[src/logic/ests_pkg.sv]
// Package for the enable status tracker: register offsets, field positions, reset values, states.
// Assumes a 32-bit word register port and a target-side transfer engine outside the block.
package ests_pkg;

	// ----------------------------------------------------------------
	// Register map
	// ----------------------------------------------------------------
	localparam logic [7:0] ESTS_ADDR_CONTROL = 8'h6c;
	localparam logic [7:0] ESTS_ADDR_STATUS = 8'h9c;
	localparam int ESTS_BIT_ENABLE = 0;
	localparam int ESTS_BIT_ENABLED = 0;
	localparam int ESTS_BIT_SHUTOFF = 1;
	localparam int ESTS_BIT_LOST = 2;
	localparam logic ESTS_RST_CONTROL = 1'b0;
	localparam logic [31:0] ESTS_RST_STATUS = 32'h0000_0000;
	localparam int ESTS_DRAIN_CYCLES = 2;

	// ----------------------------------------------------------------
	// Types
	// ----------------------------------------------------------------
	typedef struct packed {
		logic addr_phase;
		logic data_phase;
		logic addr_match;
		logic is_receive;
		logic other_master;
		logic stop_seen;
		logic nack_sent;
	} ests_target_t;

	typedef enum logic [1:0] {
		ESTS_OFF,
		ESTS_ON,
		ESTS_DRAIN
	} ests_state_t;

endpackage : ests_pkg

[src/logic/ests_abort_judge.sv]
// Judge for abort status: decides which abort flags a shutdown event raises.
// Assumes target activity flags from the transfer engine, valid in the same cycle.
`timescale 1ns/1ps
module ests_abort_judge
	import ests_pkg::*;
(
	input wire logic clock,
	input wire logic srst,
	input wire logic shut_req,
	input wire logic clear_all,
	input wire ests_target_t target,
	output logic lost,
	output logic shutoff
);

	// ----------------------------------------------------------------
	// Flag capture
	// ----------------------------------------------------------------
	logic next_lost_hit;
	logic next_shut_hit;

	always_comb begin
		next_lost_hit = target.is_receive && target.addr_match &&
			(target.data_phase || target.stop_seen);
		next_shut_hit = !target.other_master &&
			(target.addr_phase || (target.is_receive && target.data_phase));
	end

	always_ff @(posedge clock) begin
		if (srst) begin
			lost <= 1'b0;
			shutoff <= 1'b0;
		end else if (clear_all) begin
			lost <= 1'b0;
			shutoff <= 1'b0;
		end else if (shut_req) begin
			lost <= lost | next_lost_hit;
			shutoff <= shutoff | next_shut_hit;
		end
	end

endmodule : ests_abort_judge

[src/logic/ests_tracker.sv]
// Top of the enable status tracker: control bit, enabled indicator and status register.
// Assumes a one-cycle strobe register port; read data stand one cycle after the read strobe.
`timescale 1ns/1ps

module ests_tracker
	import ests_pkg::*;
(
	input wire logic clock,
	input wire logic srst,
	input wire logic [7:0] reg_addr,
	input wire logic [31:0] reg_wdata,
	input wire logic reg_write,
	input wire logic reg_read,
	output logic [31:0] reg_rdata,
	input wire ests_target_t target,
	input wire logic bus_busy,
	output logic enabled_indicator_output,
	output logic controller_on
);

	// ----------------------------------------------------------------
	// Control register
	// ----------------------------------------------------------------
	logic controller_on_control;
	logic shut_req;
	logic lost;
	logic shutoff;
	ests_state_t state;
	logic [1:0] drain_count;

	assign shut_req = reg_write && reg_addr == ESTS_ADDR_CONTROL &&
		!reg_wdata[ESTS_BIT_ENABLE] && controller_on_control;

	always_ff @(posedge clock) begin
		if (srst) begin
			controller_on_control <= ESTS_RST_CONTROL;
		end else if (reg_write && reg_addr == ESTS_ADDR_CONTROL) begin
			controller_on_control <= reg_wdata[ESTS_BIT_ENABLE];
		end
	end

	always_ff @(posedge clock) begin
		if (srst) begin
			controller_on <= ESTS_RST_CONTROL;
		end else begin
			controller_on <= controller_on_control;
		end
	end

	// ----------------------------------------------------------------
	// Enabled indicator: stays high until bus activity has finished
	// ----------------------------------------------------------------
	always_ff @(posedge clock) begin
		if (srst) begin
			state <= ESTS_OFF;
			drain_count <= 2'h0;
			enabled_indicator_output <= 1'b0;
		end else begin
			case (state)
				ESTS_OFF: begin
					if (controller_on_control) begin
						state <= ESTS_ON;
						enabled_indicator_output <= 1'b1;
					end
				end
				ESTS_ON: begin
					if (!controller_on_control) begin
						state <= ESTS_DRAIN;
						drain_count <= 2'(ESTS_DRAIN_CYCLES);
					end
				end
				default: begin
					if (controller_on_control) begin
						state <= ESTS_ON;
					end else if (bus_busy) begin
						drain_count <= 2'(ESTS_DRAIN_CYCLES);
					end else if (drain_count != 2'h0) begin
						drain_count <= drain_count - 2'h1;
					end else begin
						state <= ESTS_OFF;
						enabled_indicator_output <= 1'b0;
					end
				end
			endcase
		end
	end

	// ----------------------------------------------------------------
	// Abort flags
	// ----------------------------------------------------------------
	ests_abort_judge u_judge (
		.clock(clock),
		.srst(srst),
		.shut_req(shut_req),
		.clear_all(controller_on_control && !shut_req),
		.target(target),
		.lost(lost),
		.shutoff(shutoff)
	);

	// ----------------------------------------------------------------
	// Read port; status writes are ignored
	// ----------------------------------------------------------------
	always_ff @(posedge clock) begin
		if (srst) begin
			reg_rdata <= ESTS_RST_STATUS;
		end else if (!reg_read) begin
			reg_rdata <= 32'h0000_0000;
		end else if (reg_addr == ESTS_ADDR_STATUS) begin
			reg_rdata <= 32'h0000_0000;
			reg_rdata[ESTS_BIT_ENABLED] <= enabled_indicator_output;
			reg_rdata[ESTS_BIT_SHUTOFF] <= shutoff && !controller_on_control;
			reg_rdata[ESTS_BIT_LOST] <= lost && !controller_on_control;
		end else if (reg_addr == ESTS_ADDR_CONTROL) begin
			reg_rdata <= {31'h0, controller_on_control};
		end else begin
			reg_rdata <= 32'h0000_0000;
		end
	end

endmodule : ests_tracker

[config.mk]
export PLATFORM = sky130hd
export DESIGN_NAME = ests_tracker
export DESIGN_NICKNAME = d
export VERILOG_FILES = /design/src/logic/ests_pkg.sv /design/src/logic/ests_abort_judge.sv /design/src/logic/ests_tracker.sv
export SDC_FILE = /design/constraint.sdc
export NUM_CORES = 1
export LEC_CHECK = 0
export BUFFER_PORTS_ARGS = -buffer_cell sky130_fd_sc_hd__buf_2
export CORE_MARGIN = 4
export CORE_UTILIZATION = 35
export CTS_BUF_LIST = sky130_fd_sc_hd__clkbuf_4
export DETAILED_ROUTE_END_ITERATION = 10
export PLACE_DENSITY = 0.81
export SYNTH_ARGS = -nofsm -noshare
export SYNTH_HDL_FRONTEND = slang
export SYNTH_SLANG_ARGS = --single-unit
[constraint.sdc]
create_clock -name clock -period 1.4 [get_ports clock]
set_clock_uncertainty 0.05 [all_clocks]
set_input_delay 0.07 -clock clock [delete_from_list [all_inputs] [get_ports clock]]
set_output_delay 0.07 -clock clock [all_outputs]
set_load 0.01 [all_outputs]
Word level (Yosys, flattened, before mapping). Cells that the tools add are included.

Register bits after elaboration: 41. Bits of input ports: 52. Word-level logic and storage cells: 68. Output and inout bits: 34.

Bitwise gates (word level): 6. Equal/unequal tests: 10. Reduce and logical (&&, ||, !) cells: 25. Multiplexer cells: 17. Add/subtract/negate cells: 1.

Operator list (count): 2-bit two-way mux (8); 1-bit logical AND (10); 8-bit by 7-bit == test with 1-bit output, second input constant (1); 8-bit == test, second input constant (1); 2-bit case mux with 2 select lines (2); 2-bit != test, second input constant (3); 1-bit two-way mux (5); 5-bit AND reduction (1); 1-bit logical NOT (4); 2-bit by 1-bit != test with 1-bit output, second input constant (2); 1-bit NOT (4); 4-bit AND reduction (1); 2-bit OR reduction (2); 3-bit two-way mux (1); 3-bit by 1-bit != test with 1-bit output, second input constant (1); 3-bit by 2-bit != test with 1-bit output, second input constant (1); 3-bit AND reduction (1); 3-bit nonzero test (1); 3-bit OR reduction (1); 2-bit by 1-bit == test with 1-bit output, second input constant (1); 2-bit logical NOT (1); 1-bit logical OR (2); 1-bit bitwise OR (2); 1-bit case mux with 2 select lines (1); 2 further kinds (2).

Logic depth before layout (Yosys ltp).
Depth in word-level cells: 7. Gate-level depth with buffers: 5. Depth with buffers taken out: 5.

Modules after synthesis. Synthesis repeated with hierarchy kept, for this count alone.

Cell total of the unflattened synthesis: 85. Area total of the unflattened synthesis: 793.3 µm².

Modules (own cells, without submodules): ests_tracker (cells an instance 76, seq. area each 200.2 µm², area an instance 708.2 µm², times used 1); ests_abort_judge (cells an instance 9, seq. area each 40.0 µm², area an instance 85.1 µm², times used 1).

Worst setup path before layout. No wires, ideal clock.

Kind: reg-to-reg. From: register drain_count[0]. To: register drain_count[0]. Buffers on the path: 0. Library setup time: 134 ps. Period minus slack after synthesis: 1242 ps. Arrival: 1057 ps. Stages on the path, launching flop included: 5. Required time: 1216 ps. Path slack: 158 ps. Path through: dfxtp_1 -> inv_1 -> ha_1 -> a311oi_1 -> a211oi_1.

Longest elaborated chain between the ends: 5. Elaborated cells on any way between the ends: 8. Classes of those cells: add/sub (1); mux (4); reduce/logical (3).

Ends and longest elaborated chain: start: declaration (line ests_tracker.sv:29) `logic [1:0] drain_count;`; start signal: assignment (line ests_tracker.sv:69) `drain_count <= 2'(ESTS_DRAIN_CYCLES);`; start signal: assignment (line ests_tracker.sv:76) `drain_count <= 2'(ESTS_DRAIN_CYCLES);`; start signal: assignment (line ests_tracker.sv:78) `drain_count <= drain_count - 2'h1;`; 2-bit by 1-bit subtractor with 2-bit output (line ests_tracker.sv:78); 2-bit two-way mux (line ests_tracker.sv:77) `end else if (drain_count != 2'h0) begin`; 2-bit two-way mux (line ests_tracker.sv:75) `end else if (bus_busy) begin`; 2-bit two-way mux (line ests_tracker.sv:73) `if (controller_on_control) begin`; 2-bit case mux with 2 select lines (line ests_tracker.sv:59) `case (state)`.

Several ways; a longest one is shown, not always the timed one. The select of a mux whose other input is x is not followed. A chain may end at the register's enable or synchronous reset.

Worst setup path after layout. Ends and elaborated chain as after synthesis.

==> results.tsv <==
stage	metric	value	unit
sta	setup_slack	0.104	ns
critical_path	r2r_cells	5	
route	dr.pass1.iters	4	
synth	yosys_warnings	0	
layout	final_cells	138	
route	wl_per_cell	10.1	um
synth	synth_compound_area_frac	0.121	
clock_tree	root_buffer	clkbuf_4	
synth	synth_edf_count	0	
grt	grt_max_degree	11	
pwr	fin_total_pwr	0.630	mW
floorplanning	start_util	0.380	
run_status	status	complete, no violations	
sta	fmax	0.772	GHz
synth	async_flop_share	0	
clock_tree	insertion_delay	0.27	ns
critical_path	crit_type	flop to flop	
critical_path	rrSetupSlack	0.10	ns
sta	hold_viol	0	
job	drv_cap	0	
critical_path	crit_arrival	1.44	ns
critical_path	cp-endpoint	drain_count[0]	
synth	synthMuxAreaShare	0.0195	
floorplanning	die_w	54.9	um
critical_path	critPathLaunchType	flop	
synth	synth_cells	86	
synth	netlist_area	768	um^2
place	globalplace.congestion	0.698	
place	place_inst	135	
pwr	ir_worst_vdd	0.319	mV
grt	grt_pass1_wl	2110	um
floorplanning	row_count	16	
layout	fin_nets	166	
clock_tree	cts_buffers	3	
pwr	leakage	0.401	nW
pwr	pwr_density_cell	739	nW/um^2
synth	synth_seq_area_share	0.313	
sta	drv_slew	0	
floorplanning	io_pins	86	
route	via_count	591	
synth	yosys.area.top_type	dfxtp_1	
route	route.detailed.drc	0	
layout	synthToLayoutAreaGrowth	10.9	%
sta	fin_crit	1.30	ns
synth	ys_ff_latch	12	
critical_path	r2r-end	drain_count[0]	
floorplanning	fp.dieArea	3010	um^2
layout	diodes	0	
synth	avgSynthCellArea	8.93	um^2
worst_hold_path	hold_class	input pin to flop	
place	placement.io_buffers	24	
synth	synthTopCellsByArea	dfxtp_1, buf_4, and4bb_2, nor4b_4, nor2_1	
layout	fillCellCount	233	
synth	synth_xor_area_frac	0	
critical_path	path_max_fanout	3	
grt	grt_pass1_vias	531	
synth	ys_types	29	
route	drt_iter0_drc	1	
floorplanning	core	2020	um^2
layout	drive_above_1_share	0.333	
grt	grt_use_total	0.0967	
synth	synth_top_flop_cell	dfxtp_1	
clock_tree	cts_sinks	12	
floorplanning	dieHeight	54.9	um
route	vias_per_cell	4.28	
synth	yosysTopAreaCellShare	0.313	
critical_path	reg2reg_from	drain_count[0]	
sta	rsz0062_at_grt	false	
place	dpl_cell_area	805	um^2
clock_tree	cts_hold_buf	0	
grt	antenna_found_initial	0	
sta	setup_viol	0	
synth	yosys.area_share.simple	0.207	
sta	finalCritPeriodShare	0.926	
critical_path	crit_path_start	drain_count[0]	
grt	grt_overflow	0	
clock_tree	cts_setup_buffers	0	
layout	finalInstanceArea	852	um^2
synth	synth_top_family_by_area	buffers and inverters	
place	hpwl	1190	um
critical_path	crit_path_end_kind	flop	
clock_tree	cts_tree	done	
route	wl	1400	um
synth	synth-adder-area-share	0.0163	
route	ant_nets	0	
clock_tree	h-tree-depth	1	
place	dp_slack	-0.0177	ns
layout	final_util	0.421	
clock_tree	clk_path_buf_depth	2	
clock_tree	clk_pin_slew	0.06	ns
critical_path	worstPathRequired	1.54	ns
==> where the power goes <==
group | switching [mW] | leakage, nW | internal, mW | total, mW
clock network | 0.105 | 0.0138 | 0.0996 | 0.204
logic | 0.0576 | 0.291 | 0.0265 | 0.0841
registers | 0.000305 | 0.0966 | 0.341 | 0.342
==> through the flow <==
step	TNS, ns	hold WS, ns
global route	0	0.0593
detailed placement	-0.0177	0.326
finish	0	0.0406
CTS	0	0.0331
floorplan	0	0.221
global placement	0	0.323
==> cell usage after synthesis, types with 2 or more instances <==
library cell	instances
buf_4	29
nor2b_1	3
a21oi_1	4
and4bb_2	3
nor2_1	6
nand3_1	2
and2_1	2
dfxtp_1	12
inv_1	5
==> flip-flops by register name, summed over array words and instances (netlist names) <==
name,flops
reg_rdata,3
u_judge.lost,1
u_judge.shutoff,1
state,2
controller_on_control,1
controller_on,1
drain_count,2
enabled_indicator_output,1
==> routing by layer <==
layer / share of wire / global-route usage
met1: 0.35 / 0.0912
met2: 0.43 / 0.187
met4: 0.024 / 0.0622
met5: 0 / 0
met3: 0.19 / 0.0163
==> repair_timing <==
action,4_1_cts,5_1_grt
gates resized for setup,1,3
setup endpoints to repair,1,2
pin swaps,0,1
==> cells in the final DEF (no fill, tap or decap), drive strengths merged, types with 3 or more instances in the layout <==
| cell type | instances |
|---|---|
| a21oi | 4 |
| and4bb | 3 |
| buf | 24 |
| clkbuf | 3 |
| conb | 29 |
| dfxtp | 12 |
| inv | 6 |
| nor2 | 6 |
| nor2b | 3 |
==> layout make-up <==
cell class	count	area, um^2	share of cell area
Clock buffer	3	22.5	0.0264
Timing Repair Buffer	24	120	0.141
Tap cell	27	33.8	0.0396
Inverter	6	22.5	0.0264
Multi-Input combinational cell	66	413	0.485
Sequential cell	12	240	0.282
==> critical path, cell delays in order, from the launching register on <==
cell and delay (ns):
dfxtp_1 0.37, inv_1 0.06, ha_2 0.22, nor4b_4 0.24
nor2_1 0.09, a211oi_2 0.18
==> how the worst min path moves through the flow <==
stage	depth (start not counted)	start	slack, ns	endpoint
after floorplan	3	bus_busy	0.22	drain_count[0]
after global placement	2	srst	0.32	enabled_indicator_output
after detailed placement	3	target[2]	0.33	u_judge.shutoff
after CTS	2	srst	0.03	enabled_indicator_output
after global routing	3	target[2]	0.06	u_judge.shutoff
final	3	target[2]	0.04	u_judge.shutoff
==> logic make-up (layout without fill, tap and decap cells) <==
family / after synthesis / after routing
compound gates: 13 / 13
buf+inv: 36 / 33
other cells: 1 / 29
simple gates: 22 / 22
mux: 1 / 1
flops: 12 / 12
fa+ha+maj: 1 / 1
No activity file was read; power rests on OpenSTA's default activity.
